### src/ctc_consts.svh
/*
  Shared constants of the four-channel counter/timer: control word bit
  positions, reset values, opcode bytes and timing figures.
  Assumes inclusion by bare name from every design file that needs it.
*/
`ifndef CTC_CONSTS_SVH
`define CTC_CONSTS_SVH

// Control word bit positions.
`define CW_CTRL      0
`define CW_SRST      1
`define CW_TCF       2
`define CW_TRIG      3
`define CW_EDGE      4
`define CW_PRE       5
`define CW_MODE      6
`define CW_IE        7

// Reset values and byte constants.
`define CTRL_RST     8'h00
`define VEC_RST      8'h00
`define CNT_RST      8'h00
`define CNT_ONE      8'h01
`define PRE16_MASK   8'h0F
`define PRE_FULL     8'hFF
`define RETURN_FROM_IRQ_BYTE1   8'hED
`define RETURN_FROM_IRQ_BYTE2   8'h4D

// Strobe vector positions.
`define ACT_WR       0
`define ACT_RD       1
`define ACT_ACK      2
`define ACT_FETCH    3
`define ACT_IDLE     4'hF

// Start delay of an auto-triggered timer after its reload value.
`define CLK_PERIOD_NS 10
`define START_DLY_NS  20
`define START_DLY_CYC ((`START_DLY_NS + `CLK_PERIOD_NS - 1) / `CLK_PERIOD_NS)

`endif

### src/ctc_pkg.sv
/*
  Types of the four-channel counter/timer.
  Assumes nothing beyond a SystemVerilog compiler.
*/
package ctc_pkg;

  typedef struct packed {
    logic       ce_n;
    logic       io_request_n_n;
    logic       rd_n;
    logic       m1_n;
    logic [1:0] sel;
    logic [7:0] data;
    logic [3:0] trig;
    logic       priority_in;
  } bus_pins_t;

  typedef enum logic [1:0] {
    ST_IDLE  = 2'b00,
    ST_DELAY = 2'b01,
    ST_RUN   = 2'b11,
    ST_ARMED = 2'b10
  } ch_state_t;

endpackage

### src/ctc_sync.sv
/*
  Two-flip-flop synchroniser for a vector of asynchronous pins.
  Assumes each bit is an independent level; skew between bits is
  tolerated by the user logic, which samples inside stable windows.
*/
module ctc_sync #(
  parameter int WIDTH = 19
) (
  // Clock and reset.
  input  wire logic             i_ref_clk,
  input  wire logic             i_rst,
  // Pins in, synchronised copy out.
  input  wire logic [WIDTH-1:0] i_d,
  output logic      [WIDTH-1:0] o_q
);

  logic [WIDTH-1:0] meta_r;

  always_ff @(posedge i_ref_clk or posedge i_rst) begin
    if (i_rst) begin
      meta_r <= '0;
      o_q    <= '0;
    end else begin
      meta_r <= i_d;
      o_q    <= meta_r;
    end
  end

endmodule

### src/ctc_channel.sv
/*
  One counter/timer channel: control and reload registers, start logic
  and the 8-bit down-counter with automatic reload.
  Assumes a synchronised trigger level and shared prescaler tick pulses.
*/
module ctc_channel
  import ctc_pkg::*;
(
  // Clock and reset.
  input  wire logic       i_ref_clk,
  input  wire logic       i_rst,
  // Register writes.
  input  wire logic       i_wr_ctrl,
  input  wire logic       i_wr_tc,
  input  wire logic [7:0] i_wdata,
  // Count sources.
  input  wire logic       i_trig,
  input  wire logic       i_pre16,
  input  wire logic       i_pre256,
  // Status.
  output logic [7:0]      o_count,
  output logic            o_zero,
  output logic            o_ie,
  output logic            o_tc_next
);
`include "ctc_consts.svh"

  ch_state_t  state_r;
  logic [7:0] ctrl_r;
  logic [7:0] tc_r;
  logic [7:0] cnt_r;
  logic [1:0] dly_r;
  logic       trig_q_r;
  logic       trig_edge;
  logic       tick;
  logic       dec;

  assign trig_edge = ctrl_r[`CW_EDGE] ? (i_trig & ~trig_q_r) : (~i_trig & trig_q_r);
  assign tick      = ctrl_r[`CW_MODE] ? trig_edge
                   : (ctrl_r[`CW_PRE] ? i_pre256 : i_pre16);
  assign dec       = (state_r == ST_RUN) & tick;
  assign o_zero    = dec & (cnt_r == `CNT_ONE);
  assign o_count   = cnt_r;
  assign o_ie      = ctrl_r[`CW_IE];

  always_ff @(posedge i_ref_clk or posedge i_rst) begin
    if (i_rst) begin
      trig_q_r <= 1'b0;
    end else begin
      trig_q_r <= i_trig;
    end
  end

  // Control and reload registers; a reload written mid-count waits here.
  always_ff @(posedge i_ref_clk or posedge i_rst) begin
    if (i_rst) begin
      ctrl_r    <= `CTRL_RST;
      tc_r      <= `CNT_RST;
      o_tc_next <= 1'b0;
    end else if (i_wr_ctrl) begin
      ctrl_r    <= i_wdata;
      o_tc_next <= i_wdata[`CW_TCF];
    end else if (i_wr_tc) begin
      tc_r      <= i_wdata;
      o_tc_next <= 1'b0;
    end
  end

  // Channel state: idle until a reload value, then delay, armed or running.
  always_ff @(posedge i_ref_clk or posedge i_rst) begin
    if (i_rst) begin
      state_r <= ST_IDLE;
      dly_r   <= 2'b00;
    end else if (i_wr_ctrl && i_wdata[`CW_SRST]) begin
      state_r <= ST_IDLE;
    end else begin
      case (state_r)
        ST_IDLE: begin
          if (i_wr_tc) begin
            dly_r <= 2'(`START_DLY_CYC);
            if (ctrl_r[`CW_MODE]) begin
              state_r <= ST_RUN;
            end else if (ctrl_r[`CW_TRIG]) begin
              state_r <= ST_ARMED;
            end else begin
              state_r <= ST_DELAY;
            end
          end
        end
        ST_DELAY: begin
          dly_r <= dly_r - 2'b01;
          if (dly_r == 2'b01) begin
            state_r <= ST_RUN;
          end
        end
        ST_ARMED: begin
          if (trig_edge) begin
            state_r <= ST_RUN;
          end
        end
        ST_RUN: begin
          state_r <= ST_RUN;
        end
        default: begin
          state_r <= ST_IDLE;
        end
      endcase
    end
  end

  // Down-counter: loaded on start, reloaded at zero; zero byte counts 256.
  always_ff @(posedge i_ref_clk or posedge i_rst) begin
    if (i_rst) begin
      cnt_r <= `CNT_RST;
    end else if (i_wr_tc && state_r == ST_IDLE) begin
      cnt_r <= i_wdata;
    end else if (dec) begin
      cnt_r <= (cnt_r == `CNT_ONE) ? tc_r : cnt_r - `CNT_ONE;
    end
  end

  a_zero_reload: assert property (@(posedge i_ref_clk) disable iff (i_rst)
    o_zero |=> cnt_r == $past(tc_r))
    else $error("counter did not reload at zero");

  a_srst_stops: assert property (@(posedge i_ref_clk) disable iff (i_rst)
    i_wr_ctrl && i_wdata[`CW_SRST] |=> state_r == ST_IDLE ##1 !dec)
    else $error("software reset did not stop the channel");

  a_reload_waits: assert property (@(posedge i_ref_clk) disable iff (i_rst)
    state_r == ST_RUN && i_wr_tc && !dec |=> cnt_r == $past(cnt_r))
    else $error("reload value disturbed a running count");

  a_auto_start: assert property (@(posedge i_ref_clk) disable iff (i_rst)
    state_r == ST_IDLE && i_wr_tc && !ctrl_r[`CW_MODE] && !ctrl_r[`CW_TRIG]
    && !i_wr_ctrl |=> state_r == ST_DELAY ##2 state_r == ST_RUN)
    else $error("auto-triggered timer did not start after two clocks");

endmodule

### src/quad_ctc.sv
/*
  Four-channel counter/timer with host I/O port and daisy-chained,
  vectored interrupts.
  Assumes an 8-bit host bus whose pins are asynchronous to i_ref_clk and
  whose cycles last several clocks; the data bus pin is resolved outside
  from o_data and o_data_oe, the interrupt line from o_irq_oe.
*/
// Summary of operation
// Four channels, each set up by a control word then a reload value.
// Timer mode counts prescaler ticks of 16 or 256 clocks per bit 5.
// Reload byte gives 1 to 256 counts; zero means 256.
// Counter mode decrements once per synchronised active trigger edge.
// Counter loads reload value at start and again at every zero.
// Timer starts automatically or on a trigger edge, as configured.
// Channels 0 to 2 pulse their zero-count output; channel 3 has none.
// Interrupt-enabled channel reaching zero asserts the low interrupt request.
// Fixed priority, channel 0 highest, four adjacent daisy-chain slots.
// High priority-in grants priority; priority-out low in service or when lost.
// Pending interrupt drives priority-out low while it waits.
// Opcode fetch plus I/O request acknowledges; device returns channel vector.
// Return opcode first byte lifts priority-out for one fetch if pending.
// Reading a channel port returns its live count undisturbed.
// Bit 0 set marks control word; bit 2 announces reload; else vector.
// One vector base; channel number inserted into the supplied vector.
// New reload written mid-count waits until the count reaches zero.
// Host selects a channel with the two-bit select code.
// Reset stops counts, clears enables, idles outputs, floats data bus.
// Bit 1 stops the channel until a new reload value arrives.
// Stop with reload-follows halts; auto timer restarts on that value.
// Interrupt enable may be changed by a control word at any time.
// Write is I/O request with chip enable while read is inactive.
// Auto timer begins counting two clocks after the reload write.
// Bit 6 picks mode, bit 4 trigger edge, bit 3 trigger source.
module quad_ctc
  import ctc_pkg::*;
(
  // Clock and reset.
  input  wire logic       i_ref_clk,
  input  wire logic       i_rst,
  // Host bus.
  input  wire logic       i_chip_en_n,
  input  wire logic       i_io_request_n,
  input  wire logic       i_read_n,
  input  wire logic       i_opcode_fetch_n,
  input  wire logic       i_chan_sel_hi,
  input  wire logic       i_chan_sel_lo,
  input  wire logic [7:0] i_data,
  output logic      [7:0] o_data,
  output logic            o_data_oe,
  // Interrupt daisy chain.
  input  wire logic       i_priority_in,
  output logic            o_priority_out,
  output logic            o_irq_n,
  output logic            o_irq_oe,
  // Channel pins.
  input  wire logic [3:0] i_ext_trigger_in,
  output logic      [2:0] o_zero_count_pulse
);
`include "ctc_consts.svh"

  ////////////////////////////////////////////////////////////////////////////
  // Pin synchronisation and cycle decoding.

  bus_pins_t  raw;
  bus_pins_t  s;
  logic [3:0] act;
  logic [3:0] act_q_r;
  logic [3:0] rise;
  logic       fetch_end;

  assign raw = {i_chip_en_n, i_io_request_n, i_read_n, i_opcode_fetch_n,
                i_chan_sel_hi, i_chan_sel_lo, i_data, i_ext_trigger_in,
                i_priority_in};

  ctc_sync #(
    .WIDTH ($bits(bus_pins_t))
  ) u_sync (
    .i_ref_clk (i_ref_clk),
    .i_rst     (i_rst),
    .i_d       (raw),
    .o_q       (s)
  );

  assign act[`ACT_WR]    = !s.ce_n && !s.io_request_n_n && s.rd_n && s.m1_n;
  assign act[`ACT_RD]    = !s.ce_n && !s.io_request_n_n && !s.rd_n && s.m1_n;
  assign act[`ACT_ACK]   = !s.io_request_n_n && !s.m1_n;
  assign act[`ACT_FETCH] = s.io_request_n_n && !s.m1_n && !s.rd_n;
  assign rise            = act & ~act_q_r;
  assign fetch_end       = act_q_r[`ACT_FETCH] & ~act[`ACT_FETCH];

  // The synchroniser resets to all zeros, which looks like an acknowledge;
  // starting the history at all ones keeps that from reading as a new cycle.
  always_ff @(posedge i_ref_clk or posedge i_rst) begin
    if (i_rst) begin
      act_q_r <= `ACT_IDLE;
    end else begin
      act_q_r <= act;
    end
  end

  ////////////////////////////////////////////////////////////////////////////
  // Shared prescaler.

  logic [7:0] pre_r;
  logic       pre16;
  logic       pre256;

  assign pre16  = (pre_r & `PRE16_MASK) == `PRE16_MASK;
  assign pre256 = pre_r == `PRE_FULL;

  always_ff @(posedge i_ref_clk or posedge i_rst) begin
    if (i_rst) begin
      pre_r <= `CNT_RST;
    end else begin
      pre_r <= pre_r + `CNT_ONE;
    end
  end

  ////////////////////////////////////////////////////////////////////////////
  // Channels and write steering.

  logic [3:0] wr_ctrl;
  logic [3:0] wr_tc;
  logic [3:0] tc_next;
  logic [3:0] zero;
  logic [3:0] ie;
  logic [7:0] count [4];
  logic       wr_vec;

  genvar g;
  generate
    for (g = 0; g < 4; g++) begin : g_ch
      assign wr_tc[g]   = rise[`ACT_WR] && s.sel == 2'(g) && tc_next[g];
      assign wr_ctrl[g] = rise[`ACT_WR] && s.sel == 2'(g) && !tc_next[g]
                          && s.data[`CW_CTRL];
      ctc_channel u_ch (
        .i_ref_clk (i_ref_clk),
        .i_rst     (i_rst),
        .i_wr_ctrl (wr_ctrl[g]),
        .i_wr_tc   (wr_tc[g]),
        .i_wdata   (s.data),
        .i_trig    (s.trig[g]),
        .i_pre16   (pre16),
        .i_pre256  (pre256),
        .o_count   (count[g]),
        .o_zero    (zero[g]),
        .o_ie      (ie[g]),
        .o_tc_next (tc_next[g])
      );
    end
  endgenerate

  assign wr_vec = rise[`ACT_WR] && s.sel == 2'b00 && !tc_next[0] && !s.data[`CW_CTRL];

  ////////////////////////////////////////////////////////////////////////////
  // Zero-count pulses.

  always_ff @(posedge i_ref_clk or posedge i_rst) begin
    if (i_rst) begin
      o_zero_count_pulse <= 3'b000;
    end else begin
      o_zero_count_pulse <= zero[2:0];
    end
  end

  ////////////////////////////////////////////////////////////////////////////
  // Interrupt logic.

  logic [7:0] vec_r;
  logic [3:0] pend_r;
  logic [3:0] insvc_r;
  logic [7:0] fetch_byte_r;
  logic       ed_win_r;
  logic       grant;
  logic       return_from_irq_done;
  logic [1:0] gidx;
  logic [1:0] sidx;

  function automatic logic [1:0] first_one(input logic [3:0] v);
    logic [1:0] idx;
    idx = 2'b00;
    for (int i = 3; i >= 0; i--) begin
      if (v[i]) begin
        idx = 2'(i);
      end
    end
    return idx;
  endfunction

  assign gidx      = first_one(pend_r);
  assign sidx      = first_one(insvc_r);
  assign grant     = rise[`ACT_ACK] && s.priority_in && |pend_r && !(|insvc_r);
  assign return_from_irq_done = fetch_end && ed_win_r && fetch_byte_r == `RETURN_FROM_IRQ_BYTE2;

  always_ff @(posedge i_ref_clk or posedge i_rst) begin
    if (i_rst) begin
      vec_r <= `VEC_RST;
    end else if (wr_vec) begin
      vec_r <= s.data;
    end
  end

  // A zero count in the same cycle as a grant still sets its pending bit.
  always_ff @(posedge i_ref_clk or posedge i_rst) begin
    if (i_rst) begin
      pend_r <= 4'h0;
    end else begin
      pend_r <= (pend_r & ~(grant ? 4'(1) << gidx : 4'h0)) | (zero & ie);
    end
  end

  always_ff @(posedge i_ref_clk or posedge i_rst) begin
    if (i_rst) begin
      insvc_r <= 4'h0;
    end else if (grant) begin
      insvc_r <= insvc_r | (4'(1) << gidx);
    end else if (return_from_irq_done) begin
      insvc_r <= insvc_r & ~(4'(1) << sidx);
    end
  end

  always_ff @(posedge i_ref_clk or posedge i_rst) begin
    if (i_rst) begin
      fetch_byte_r <= `CNT_RST;
      ed_win_r     <= 1'b0;
    end else begin
      if (act[`ACT_FETCH]) begin
        fetch_byte_r <= s.data;
      end
      if (fetch_end) begin
        ed_win_r <= fetch_byte_r == `RETURN_FROM_IRQ_BYTE1;
      end
    end
  end

  // Priority-out stays low while serviced, and while pending except after the
  // first return byte, so lower devices can see the second byte.
  always_ff @(posedge i_ref_clk or posedge i_rst) begin
    if (i_rst) begin
      o_priority_out <= 1'b0;
      o_irq_n        <= 1'b1;
      o_irq_oe       <= 1'b0;
    end else begin
      o_priority_out <= s.priority_in && !(|insvc_r) && (!(|pend_r) || ed_win_r);
      o_irq_n        <= !(s.priority_in && |pend_r);
      o_irq_oe       <= s.priority_in && |pend_r;
    end
  end

  ////////////////////////////////////////////////////////////////////////////
  // Data bus drive: vector on acknowledge, live count on read.

  always_ff @(posedge i_ref_clk or posedge i_rst) begin
    if (i_rst) begin
      o_data    <= `CNT_RST;
      o_data_oe <= 1'b0;
    end else if (grant) begin
      o_data    <= {vec_r[7:3], gidx, 1'b0};
      o_data_oe <= 1'b1;
    end else if (act[`ACT_RD]) begin
      o_data    <= count[s.sel];
      o_data_oe <= 1'b1;
    end else if (!act[`ACT_ACK]) begin
      o_data_oe <= 1'b0;
    end
  end

  ////////////////////////////////////////////////////////////////////////////
  // Checks.

  a_zero_pulse: assert property (@(posedge i_ref_clk) disable iff (i_rst)
    zero[1] |=> o_zero_count_pulse[1] ##1 !o_zero_count_pulse[1] || zero[1])
    else $error("zero-count pulse missing");

  a_irq_raise: assert property (@(posedge i_ref_clk) disable iff (i_rst)
    zero[3] && ie[3] && !grant |=> pend_r[3] ##1 (o_irq_n == !s.priority_in || !$stable(s.priority_in)))
    else $error("interrupt request not raised at zero");

  a_vector_out: assert property (@(posedge i_ref_clk) disable iff (i_rst)
    grant |=> o_data_oe && o_data[2:1] == $past(gidx) && o_data[7:3] == vec_r[7:3])
    else $error("wrong vector on acknowledge");

  a_prio_order: assert property (@(posedge i_ref_clk) disable iff (i_rst)
    grant && pend_r[1] && !pend_r[0] |=> insvc_r[1] && o_data[2:1] == 2'b01)
    else $error("channel 1 not served before lower channels");

  a_ieo_pending: assert property (@(posedge i_ref_clk) disable iff (i_rst)
    |pend_r && !ed_win_r |=> !o_priority_out)
    else $error("priority-out high while interrupt pending");

  a_iei_low: assert property (@(posedge i_ref_clk) disable iff (i_rst)
    !s.priority_in |=> !o_priority_out)
    else $error("priority-out high without priority-in");

  a_return_from_irq_lift: assert property (@(posedge i_ref_clk) disable iff (i_rst)
    ed_win_r && s.priority_in && !(|insvc_r) |=> o_priority_out)
    else $error("priority-out not lifted after first return byte");

  a_read_count: assert property (@(posedge i_ref_clk) disable iff (i_rst)
    act[`ACT_RD] && !grant |=> o_data_oe && o_data == $past(count[s.sel]))
    else $error("read did not return the live count");

endmodule

### config.mk
export PLATFORM = sky130hd
export DESIGN_NAME = quad_ctc
export DESIGN_NICKNAME = d
export VERILOG_FILES = /design/src/ctc_pkg.sv /design/src/ctc_sync.sv /design/src/ctc_channel.sv /design/src/quad_ctc.sv
export VERILOG_INCLUDE_DIRS = /design/src
export SDC_FILE = /design/constraint.sdc
export NUM_CORES = 1
export LEC_CHECK = 0
export BUFFER_PORTS_ARGS = -buffer_cell sky130_fd_sc_hd__buf_2
export CORE_ASPECT_RATIO = 1.2
export CORE_MARGIN = 2
export CORE_UTILIZATION = 40
export DETAILED_ROUTE_END_ITERATION = 16
export HOLD_SLACK_MARGIN = 0.05
export SLEW_MARGIN = 20
export SYNTH_ARGS = -nofsm -noshare
export SYNTH_HDL_FRONTEND = slang
export SYNTH_SLANG_ARGS = --single-unit
### constraint.sdc
create_clock -name i_ref_clk -period 8.27 [get_ports i_ref_clk]
set_clock_uncertainty 0.2 [all_clocks]
set_input_delay 0 -clock i_ref_clk [delete_from_list [all_inputs] [get_ports i_ref_clk]]
set_output_delay 0 -clock i_ref_clk [all_outputs]
set_load 0.01 [all_outputs]
==> parameters.txt, run 1 <==
Parameter                              Value

Timing
  RSZ-0062 raised after global routing    no
  Setup slack after layout    5388 ps
  Max Fclk    between 300 and 400 MHz
  Max-slew headroom at the worst pin    35.10%
  Count of endpoints failing setup in the final report    0
  Setup_tns    0 ps
  Period utilization    34.85%
  Count of final hold-check violations    0
  Hold slack final    around 38 ps
  Number of max-slew violations in the final report    0
  Pin slew with the least headroom to its limit    just under 1000 ps
  Clock period minus final worst setup slack    roughly 2900 ps

Place
  Port Buffers    35
  Post-place setup slack    5339 ps
  Weighted congestion at the end of routability-driven global placement    0.8462
  Post-detail-place hpwl    13860 um
  Placed Cells incl. Taps    about 1000
  Placed inst area    9311 sq um

Detailed routing
  First-iteration detailed-routing DRC count    around 460
  Sum of routed wire length over all layers    roughly 21000 um
  Remaining antenna violation count after routing    0
  First drt pass iteration count    4
  Final routed DRC violation total    0
  Vias    6273
  Via count normalized by instance count    5.621
  Routed len/inst    ~19 um

Synthesis
  Proportion of netlist area held by the largest area contributor    53.70%
  Async set-reset flop share out of synthesis    between 90% and 100%
  Simple-Gate Fraction of Synth Area    14.17%
  Post-synthesis cell area    between 8000 and 9000 sq um
  Adder and majority cell fraction of the synthesized area    ~1.8%
  Mean area per synthesized cell    11.65 sq um
  Total of warnings raised by yosys    0
  Netlist cell types    between 80 and 90
  Most used standard cell by instance count after synthesis    dfrtp_1
  Largest family of logic cells by synthesized area    simple AND/OR/NAND/NOR gates
  Post-Synthesis Net Count    just under 800
  #FFs+latches synth    ~190
  Post-synthesis compound-gate area fraction    12.65%
  Post-synth top area cell    dfrtp_1
  Leading cell types by count after synthesis    190 x dfrtp_1, 70 x mux2_2, 60 x nand2_1
  Multiplexer area fraction after synthesis    12.18%
  Post-synthesis share of cell area spent on xor and xnor gates    1.187%
  Ys flop type    dfrtp_1
  Top cells by area, synth    dfrtp_1 54%, mux2_2 8.9%, nand2_1 2.5%
  Portion of the post-synthesis area used by sequential elements    54.88%
  Post-Syn Instances    760
  Number of flops mapped to enable cells by yosys    0

Worst setup path
  Critical Path Sink Type    flop
  Worst r2r src    u_sync.o_q[17]
  Required time at the endpoint of the critical path    roughly 8400 ps
  Internal reg-to-reg setup slack    5390 ps
  Cell mode on critical path    nor3_1
  Number of buffers and inverters on the critical path    0
  Kind of cell adding the most delay to the critical path    simple AND/OR/NAND/NOR gates
  Worst setup SP type    flop
  Biggest fanout along the worst timing path    9
  Worst Path Arrival    3000 ps
  Crit Reg-Reg Endpoint    g_ch[2].u_ch.dly_r[1]
  Critical Setup Path Class    reg2reg
  CP cell instances    nand4bb_1 > or4b_4 > nor3_1 > nor3_1 > o32a_1
  Logic depth of the worst register-to-register path    5
  Cell with the largest stage delay on the worst path    or4b_4
  Largest stage delay on the critical path    710 ps

Global route
  Via count of the first global-routing pass    6114
  Final global-route overflow total    0
  Global-route wire length before repair    33570 um
  Pin count of the biggest net entering global routing    121
  Antenna violations before repair    0
  Gr usage total    between 15 and 20%

CTS
  Setup repair bufs after CTS    0
  Clock-pin slew on the worst setup and hold paths    70 ps
  Clock latency of the later-clocked register in the worst-skew pair    440 ps
  Total number of H-tree levels    4
  Clock Tree Buf Depth    2
  CTS buffer count    17
  Clock tree from TritonCTS    done
  Clock root buffer    clkbuf_16
  Number of sinks handled by clock tree synthesis    194
  Number of gates given a new drive strength after cts    0

Min path
  Path type of the worst min-delay path    in2async

Cells and area
  NumNets Final    863
  Combined area of the multi-input logic cells    3727 sq um
  Final instance count without filler cells    around 1100
  Antenna fix cells    0
  Area overhead of the layout relative to synthesis    16.31%
  Proportion of layout cells with a drive suffix above 1    22.21%
  Sequential Area    4860 sq um
  Post-Layout Inst Area    10300 sq um
  Count of filler cells inserted in the layout    around 2000

Job
  Max_cap viols    0

Pwr
  Clock network fraction of total power    28.8%
  Combinational fraction of design power    25.2%
  Pwr/cell area    276.7 nW/um^2
  P_sw    0.9838 mW
  Peak supply drop    between 0.1 and 0.15 mV
  Switching Share    34.52%
  Part of the total power dissipated in sequential elements    46.0%
  LEAKAGE    4.662 nW
  Internal power    about 1.9 mW

Die
  Row count    59
  Initial standard-cell utilization of the core    40.80%
  Die X-Extent    roughly 140 um
  I/O pin cnt    36
  Die area    23350 sq um
  Core footprint    ~22000 sq um
  Y dimension of the die    167.0 um

Outcome
  Run status    completed
cell type report:
cell class,count,share of cell area [%]
Sequential cell,194,47.19
Multi-Input combinational cell,495,36.19
Timing Repair Buffer,80,5.929
Clock buffer,18,4.264
Tap cell,274,3.329
Inverter,41,1.567
Clock inverter,14,1.531
tightest hold or removal path: stages:
cell	delay [ps]
dlygate4sd3_1	530
buf_2	150
inv_8	510
kinds of logic (layout without fill, tap and decap cells):
group           count (synthesis)  count (layout)
simple gates                  232             232
flops                         194             194
compound gates                149             149
mux                            89              89
buf+inv                        71             153
fa+ha+maj                      13              13
xor+xnor                       12              12
layout by cell type (no fill, tap or decap), drive strengths merged, types with 8 or more instances in the layout:
| cell type | n |
|---|---|
| ha | 13 |
| buf | 41 |
| dfrtp | 190 |
| nand3 | 11 |
| dlygate4sd3 | 39 |
| a221o | 11 |
| mux2i | 11 |
| nand2 | 61 |
| clkbuf | 18 |
| a211oi | 8 |
| inv | 50 |
| nor2 | 60 |
| xnor2 | 8 |
| nor2b | 8 |
| o21ai | 18 |
| mux4 | 8 |
| mux2 | 70 |
| a21oi | 34 |
| nor3 | 30 |
metrics by stage:
step | power [mW] | util, %
3_5_place_dp | 2.029 | 42.90
3_3_place_gp | 2.014 | 42.90
4_1_cts | 2.869 | 47.45
6_report | 2.849 | 47.45
5_1_grt | 3.031 | 47.45
2_1_floorplan | 1.839 | -
how the worst max path moves through the flow:
stage	startpoint	to	slack [ps]	cells past startpoint
6_report	u_sync.o_q[17]	g_ch[2].u_ch.dly_r[1]	5390	5
5_1_grt	u_sync.o_q[17]	g_ch[2].u_ch.dly_r[1]	5180	5
4_1_cts	u_sync.o_q[17]	g_ch[2].u_ch.dly_r[1]	5340	5
3_5_place_dp	u_sync.o_q[17]	g_ch[2].u_ch.dly_r[1]	5340	5
3_3_place_gp	u_sync.o_q[17]	g_ch[2].u_ch.dly_r[1]	5420	5
2_1_floorplan	i_rst	ed_win_r	2790	1
power by group through the flow:
stage | clock network (mW) | registers [mW] | logic, mW
2_1_floorplan | 0 | 1.22 | 0.615
3_3_place_gp | 0 | 1.32 | 0.689
3_5_place_dp | 0 | 1.33 | 0.701
4_1_cts | 0.841 | 1.31 | 0.719
5_1_grt | 0.884 | 1.34 | 0.810
6_report | 0.821 | 1.31 | 0.718
what timing repair did:
item | in CTS | in global routing
setup endpoints to repair | 0 | 0
hold buffers | 39 | 0
hold endpoints to repair | 138 | 0
sequential cells by signal, indices dropped and copies added (netlist names), 19 cells and up:
name,cells
g_ch.u_ch.tc_r,32
u_sync.o_q,19
g_ch.u_ch.o_count,32
g_ch.u_ch.ctrl_r,20
u_sync.meta_r,19
per-layer routing:
layer | track usage (%) | vias up | routed length [um]
met5 | 0 | - | 0
met4 | 6.652 | 0 | 511
met3 | 3.191 | 36 | 904
met2 | 30.37 | 181 | 10160
met1 | 24.57 | 3133 | 9176
li1 | - | 2923 | -
No activity file was read; power rests on OpenSTA's default activity.
==> inputs of run 2 (changes only) <==
- ABC_AREA: not set -> 1
- clock period: 8.27 -> 2.9 ns (I/O delays scaled with it)
==> run 2 against run 1 <==
- synthesized cell count up 45%
- first-iteration DRC count down 2.6%
- global-route usage up 1.5 points
- cell area up 3.0%
- largest cell class unchanged
==> parameters.txt, run 2 <==
Parameter                              Value

Synthesis
  Top cells by area, synth    dfrtp_1 52%, nand2_1 14%, nand3_1 6.3% (was dfrtp_1 54%, mux2_2 8.9%, nand2_1 2.5%)
  Most used standard cell by instance count after synthesis    nand2_1 (was dfrtp_1)
  Portion of the post-synthesis area used by sequential elements    53.51% (was 54.88%)
  Post-synth top area cell    dfrtp_1 (unchanged)
  Total of warnings raised by yosys    0 (unchanged)
  #FFs+latches synth    194 (unchanged)
  Number of flops mapped to enable cells by yosys    0 (unchanged)
  Async set-reset flop share out of synthesis    100.0% (unchanged)
  Post-synthesis cell area    9081 sq um (was 8855 sq um)
  Leading cell types by count after synthesis    337 x nand2_1, 190 x dfrtp_1, 115 x inv_1, 115 x nand3_1, 107 x o21ai_0 (was 190 x dfrtp_1, 70 x mux2_2, 60 x nand2_1)
  Proportion of netlist area held by the largest area contributor    52.36% (was 53.70%)
  Netlist cell types    34 (was 83)
  Ys flop type    dfrtp_1 (unchanged)
  Post-Synthesis Net Count    1133 (was 794)
  Post-Syn Instances    1099 (was 760)
  Mean area per synthesized cell    8.263 sq um (was 11.65 sq um)

Detailed routing
  Remaining antenna violation count after routing    0 (unchanged)
  Final routed DRC violation total    0 (unchanged)
  First drt pass iteration count    5 (was 4)
  Via count normalized by instance count    5.022 (was 5.621)
  Sum of routed wire length over all layers    22750 um (was 20750 um)
  Vias    7407 (was 6273)
  First-iteration detailed-routing DRC count    450 (was 462)
  Routed len/inst    15.43 um (was 18.59 um)

Die
  Row count    60 (was 59)
  Die X-Extent    141.5 um (was 139.8 um)
  Initial standard-cell utilization of the core    40.59% (was 40.80%)
  Y dimension of the die    169.1 um (was 167.0 um)
  Core footprint    22370 sq um (was 21700 sq um)
  Die area    23930 sq um (was 23350 sq um)
  I/O pin cnt    36 (unchanged)

CTS
  Setup repair bufs after CTS    0 (unchanged)
  Number of sinks handled by clock tree synthesis    194 (unchanged)
  Clock latency of the later-clocked register in the worst-skew pair    430 ps (was 440 ps)
  Clock-pin slew on the worst setup and hold paths    70 ps (about the same)
  Clock root buffer    clkbuf_16 (unchanged)
  Clock tree from TritonCTS    done (unchanged)
  Clock Tree Buf Depth    2 (unchanged)
  Total number of H-tree levels    4 (unchanged)
  CTS buffer count    17 (unchanged)

Worst setup path
  Largest stage delay on the critical path    400 ps (was 710 ps)
  CP cell instances    inv_1 > ha_1 > nand2_1 > nor2_1 > nand2_1 > or2_2 > nand3_1 > nand3_1 (was nand4bb_1 > or4b_4 > nor3_1 > nor3_1 > o32a_1)
  Biggest fanout along the worst timing path    14 (was 9)
  Worst setup SP type    flop (unchanged)
  Critical Setup Path Class    reg2reg (unchanged)
  Worst Path Arrival    2200 ps (was 3000 ps)
  Required time at the endpoint of the critical path    3020 ps (was 8390 ps)
  Logic depth of the worst register-to-register path    8 (was 5)
  Critical Path Sink Type    flop (unchanged)
  Cell with the largest stage delay on the worst path    dfrtp_1 (was or4b_4)

Timing
  Count of endpoints failing setup in the final report    0 (unchanged)
  Pin slew with the least headroom to its limit    719.7 ps (was 971.0 ps)
  Number of max-slew violations in the final report    0 (unchanged)
  Setup_tns    0 ps (unchanged)
  RSZ-0062 raised after global routing    no (unchanged)
  Max-slew headroom at the worst pin    51.97% (was 35.10%)
  Period utilization    71.77% (was 34.85%)
  Clock period minus final worst setup slack    2081 ps (was 2882 ps)
  Setup slack after layout    818.7 ps (was 5388 ps)
  Count of final hold-check violations    0 (unchanged)
  Max Fclk    480.5 MHz (was 347.0 MHz)

Outcome
  Run status    completed (unchanged)

Cells and area
  Most common cell after layout, fill and taps aside    nand2_1 (was dfrtp_1)
  Proportion of layout cells with a drive suffix above 1    9.699% (was 22.21%)
  NumNets Final    1217 (was 863)
  Area overhead of the layout relative to synthesis    16.85% (was 16.31%)
  Most frequent cells in the layout    337 x nand2_1, 190 x dfrtp_1, 115 x nand3_1, 114 x inv_1, 107 x o21ai_0 (was 190 x dfrtp_1, 70 x mux2_2, 60 x nand2_1, 58 x nor2_1)
  Antenna fix cells    0 (unchanged)
  Count of filler cells inserted in the layout    2203 (was 1994)

Global route
  Pin count of the biggest net entering global routing    72 (was 121)
  Antenna violations before repair    0 (unchanged)
  Via count of the first global-routing pass    7139 (was 6114)
  Gr usage total    19.92% (was 18.44%)
  Global-route wire length before repair    37050 um (was 33570 um)
  Final global-route overflow total    0 (unchanged)

Pwr
  Part of the total power dissipated in sequential elements    43.1% (was 46.0%)
  LEAKAGE    5.341 nW (was 4.662 nW)
  P_sw    3.052 mW (was 0.9838 mW)
  Pwr/cell area    808.2 nW/um^2 (was 276.7 nW/um^2)
  Clock network fraction of total power    28.1% (was 28.8%)
  Switching Share    35.59% (was 34.52%)
  Peak supply drop    0.4361 mV (was 0.1446 mV)
  Combinational fraction of design power    28.8% (was 25.2%)
  Internal power    5.524 mW (was 1.866 mW)

Min path
  Path type of the worst min-delay path    reg2reg (was in2async)
  Cell depth of the worst hold path    0

Place
  Post-place setup slack    792.0 ps (was 5339 ps)
  Weighted congestion at the end of routability-driven global placement    0.9055 (was 0.8462)
  Post-detail-place hpwl    16160 um (was 13860 um)
  Port Buffers    35 (unchanged)

Job
  Max_cap viols    0 (unchanged)
run 2: kinds of logic (layout without fill, tap and decap cells):
kind of cell / count (synthesis) / count (layout) / share of synthesized area (%)
flip-flops: 194 / 194 / 53.51
AND/OR/NAND/NOR: 583 / 583 / 28.20
buffers and inverters: 139 / 236 / 6.076
adder cells (fa/ha/maj): 13 / 13 / 1.791
AO/OA/AOI/OAI: 154 / 154 / 8.873
XOR/XNOR: 16 / 16 / 1.543
run 2: cell type report:
type                    instances  area, sq um  area share, %
clock buffers                  21        480.5          4.528
clock inverters                11        122.6          1.156
inverters                     122        464.2          4.374
multi-input cells             766         3670          34.58
flip-flops and latches        194         4860          45.80
well taps                     279        349.1          3.290
repair buffers                 82        665.6          6.273
run 2: what timing repair did:
action,CTS,global route
resized for setup,0,0
hold buffers,40,0
hold endpoints to repair,209,0
run 2: path summary, 6_finish.rpt:
check	startpoint	to	slack (ps)
worst max-delay path	g_ch[2].u_ch.o_count[1]	g_ch[2].u_ch.o_count[5]	820
worst min-delay path	u_sync.meta_r[9]	u_sync.o_q[9]	150
worst max register to register	g_ch[2].u_ch.o_count[1]	g_ch[2].u_ch.o_count[5]	820
worst min register to register	u_sync.meta_r[9]	u_sync.o_q[9]	150
max in group asynchronous	i_rst	g_ch[0].u_ch.o_count[2]	1160
min in group asynchronous	i_rst	u_sync.meta_r[2]	570
run 2: metrics by stage:
stage	total power, mW	hold slack, ps	utilization (%)	instances	instance area, sq um
finish	8.576	147.8	47.43	1475	10610
global route	9.213	158.7	47.43	1475	10610
CTS	8.624	150.2	47.43	1475	10610
detailed placement	6.159	-90.68	42.95	1403	9608
global placement	6.142	-92.64	42.95	1403	9608
floorplan	5.455	-168.6	-	1099	9085
run 2: power by group through the flow:
stage / Combinational, mW / Sequential, mW / Clock (mW)
global route: 2.88 / 3.76 / 2.58
global placement: 2.41 / 3.73 / 0
floorplan: 1.86 / 3.60 / 0
detailed placement: 2.43 / 3.73 / 0
CTS: 2.48 / 3.68 / 2.46
finish: 2.47 / 3.70 / 2.41
run 2: routing by layer:
metal	global-route usage (%)	part of all wire, %
met1	26.15	46
met2	31.89	46
met3	3.847	3.8
met4	9.261	4.1
met5	0	0
run 2: worst max-delay path: cells and delay by family, from the launching register on:
family                   cells  cell delay [ps]
AND/OR/NAND/NOR              6             1110
buffers and inverters        1              110
flip-flops                   1              400
adder cells (fa/ha/maj)      1              150
==> inputs of run 3 (changes only) <==
- clock period: 2.9 -> 1.8 ns (I/O delays scaled with it)
==> run 3 against run 2 <==
- the flow now finishes with violations (negative setup slack)
- fmax increased by 15%
- total power up 81%
- hold slack gained 1.5 ps
- utilization up 7.3 points
- register-to-register slack worse by 830 ps
- combinational power is 130% higher
- clock power increased by 73%
- critical path depth grew 1
- global-route usage up 1.7 points
- non-clock buffer count increased by 126
- sequential share of layout area fell by 6.1 points
- largest cell class unchanged
- highest routed layer unchanged
==> parameters.txt, run 3 (synthesis results as in run 2) <==
Parameter                              Value

Global route
  Pin count of the biggest net entering global routing    43 (was 72)
  Antenna violations before repair    0 (unchanged)
  Global-route wire length before repair    40170 um (was 37050 um)
  Final global-route overflow total    0 (unchanged)
  Gr usage total    21.58% (was 19.92%)
  Via count of the first global-routing pass    7913 (was 7139)

Worst setup path
  CP cell instances    nor2_4 > nand4_4 > buf_12 > nor2_8 > buf_12 > nand4_1 > nand3_2 > nand2_1 > nand2_1 (was inv_1 > ha_1 > nand2_1 > nor2_1 > nand2_1 > or2_2 > nand3_1 > nand3_1)
  Cell with the largest stage delay on the worst path    dfrtp_1 (unchanged)
  Biggest fanout along the worst timing path    6 (was 14)
  Internal reg-to-reg setup slack    -10 ps (was 820 ps)
  Required time at the endpoint of the critical path    1970 ps (was 3020 ps)
  Worst Path Arrival    1990 ps (was 2200 ps)
  Critical Setup Path Class    reg2reg (unchanged)
  Worst setup SP type    flop (unchanged)
  Logic depth of the worst register-to-register path    9 (was 8)
  Critical Path Sink Type    flop (unchanged)
  Largest stage delay on the critical path    400 ps (about the same)

Min path
  Path type of the worst min-delay path    reg2reg (unchanged)
  Cell depth of the worst hold path    0 (unchanged)

Cells and area
  Post-layout util    54.77% (was 47.43%)
  Post-Layout Inst Area    12250 sq um (was 10610 sq um)
  Most frequent cells in the layout    300 x nand2_1, 190 x dfrtp_1, 105 x inv_1, 105 x buf_4, 90 x o21ai_0 (was 337 x nand2_1, 190 x dfrtp_1, 115 x nand3_1, 114 x inv_1, 107 x o21ai_0)
  Antenna fix cells    0 (unchanged)
  Proportion of layout cells with a drive suffix above 1    26.00% (was 9.699%)
  Area overhead of the layout relative to synthesis    34.91% (was 16.85%)
  Most common cell after layout, fill and taps aside    nand2_1 (unchanged)
  Final instance count without filler cells    1602 (was 1475)
  NumNets Final    1344 (was 1217)

Place
  Placed Cells incl. Taps    1520 (was 1403)
  Placed inst area    10600 sq um (was 9608 sq um)
  Weighted congestion at the end of routability-driven global placement    0.9153 (was 0.9055)
  Post-detail-place hpwl    18170 um (was 16160 um)
  Port Buffers    35 (unchanged)

Job
  Max_cap viols    0 (unchanged)

Timing
  Max Fclk    551.5 MHz (was 480.5 MHz)
  Count of endpoints failing setup in the final report    5 (was 0)
  Period utilization    100.7% (was 71.77%)
  Setup slack after layout    -13.16 ps (was 818.7 ps)
  Pin slew with the least headroom to its limit    585.1 ps (was 719.7 ps)
  RSZ-0062 raised after global routing    yes (was no)
  Max-slew headroom at the worst pin    60.91% (was 51.97%)
  Clock period minus final worst setup slack    1813 ps (was 2081 ps)
  Number of max-slew violations in the final report    0 (unchanged)
  Count of final hold-check violations    0 (unchanged)

Detailed routing
  Vias    8025 (was 7407)
  Routed len/inst    15.58 um (was 15.43 um)
  First drt pass iteration count    5 (unchanged)
  Remaining antenna violation count after routing    0 (unchanged)
  Via count normalized by instance count    5.009 (was 5.022)
  First-iteration detailed-routing DRC count    537 (was 450)
  Sum of routed wire length over all layers    24970 um (was 22750 um)
  Final routed DRC violation total    0 (unchanged)

Pwr
  Part of the total power dissipated in sequential elements    36.6% (was 43.1%)
  Overall power    15.52 mW (was 8.576 mW)
  P_sw    5.521 mW (was 3.052 mW)
  Pwr/cell area    1267 nW/um^2 (was 808.2 nW/um^2)
  Internal power    10.00 mW (was 5.524 mW)
  Clock network fraction of total power    26.9% (was 28.1%)
  Switching Share    35.57% (was 35.59%)
  Peak supply drop    0.6625 mV (was 0.4361 mV)
  LEAKAGE    6.181 nW (was 5.341 nW)
  Combinational fraction of design power    36.5% (was 28.8%)

Outcome
  Run status    finished, violations left (was completed)
  Violations in the final reports    negative setup slack

CTS
  Total number of H-tree levels    4 (unchanged)
  Clock root buffer    clkbuf_16 (unchanged)
  Number of sinks handled by clock tree synthesis    194 (unchanged)
  Clock latency of the later-clocked register in the worst-skew pair    440 ps (was 430 ps)
  CTS buffer count    17 (unchanged)
  Clock tree from TritonCTS    done (unchanged)
  Clock Tree Buf Depth    2 (unchanged)
  Clock-pin slew on the worst setup and hold paths    70 ps (about the same)

Die
  Initial standard-cell utilization of the core    40.59% (unchanged)
  I/O pin cnt    36 (unchanged)
  Y dimension of the die    169.1 um (unchanged)
  Core footprint    22370 sq um (unchanged)
  Die X-Extent    141.5 um (unchanged)
  Row count    60 (unchanged)
  Die area    23930 sq um (unchanged)
-- run 3: cell types whose count changed in the layout (fill, tap and decap cells not counted), moves of 7 or more --
cell | previous run | this run
buf_4 | 4 | 105
nand3_1 | 115 | 77
nand2_1 | 337 | 300
nand3_2 | 2 | 36
nand2_2 | 4 | 36
o21ai_0 | 107 | 90
buf_6 | 0 | 13
o21ai_1 | 6 | 19
buf_12 | 3 | 14
inv_1 | 114 | 105
nor2_1 | 77 | 70
nor2_2 | 0 | 7
-- run 3: critical path: cells and delay by family, from the launching register on --
family,cells,cell delay (ps)
AND/OR/NAND/NOR,7,840
buffers and inverters,2,300
flip-flops,1,400
-- run 3: layout make-up --
cell class	instances	area, sq um
sequential	194	4860
tap	279	349.1
fill	2047	10120
timing repair buffer	208	1815
clock inverter	13	193.9
inverter	122	484.2
clock buffer	19	452.9
multi-input combinational	767	4096
-- run 3: path summary, 6_finish.rpt --
kind	start	end
min in group asynchronous	i_rst	g_ch[3].u_ch.dly_r[0]
worst max register to register	u_sync.o_q[18]	g_ch[0].u_ch.dly_r[1]
worst min-delay path	u_sync.meta_r[3]	u_sync.o_q[3]
max in group asynchronous	i_rst	act_q_r[2]
worst max-delay path	u_sync.o_q[18]	g_ch[0].u_ch.dly_r[1]
worst min register to register	u_sync.meta_r[3]	u_sync.o_q[3]
-- run 3: metrics by stage --
step           setup WS (ps)  hold WS (ps)  TNS [ps]
5_1_grt               -128.4         158.8     -2616
4_1_cts               -17.63         152.4    -28.10
3_3_place_gp          -85.31        -105.4    -492.9
2_1_floorplan         -901.1        -168.6   -172290
6_report              -13.16         149.3    -30.63
3_5_place_dp          -137.5        -93.99    -945.2
-- run 3: routing by layer --
| metal | GRT usage, % | wire (um) | vias up |
|---|---|---|---|
| met5 | 0 | 0 | - |
| li1 | - | - | 3977 |
| met3 | 3.904 | 1143 | 62 |
| met2 | 36.56 | 12070 | 201 |
| met4 | 8.522 | 965 | 0 |
| met1 | 27.43 | 10790 | 3785 |
-- run 3: repair_timing --
item	CTS	global route
resized for setup	12	144
hold buffers	40	0
setup buffers	3	5
pin swaps	4	30
endpoints found under the hold margin	209	0
setup endpoints to repair	22	88
cloned	0	2
-- run 3: power by group through the flow --
stage	Sequential [mW]	Combinational [mW]	Clock, mW
5_1_grt	5.78	6.36	4.43
3_3_place_gp	5.72	5.08	0
2_1_floorplan	5.80	2.99	0
6_report	5.67	5.67	4.18
3_5_place_dp	5.74	5.12	0
4_1_cts	5.66	5.26	4.26
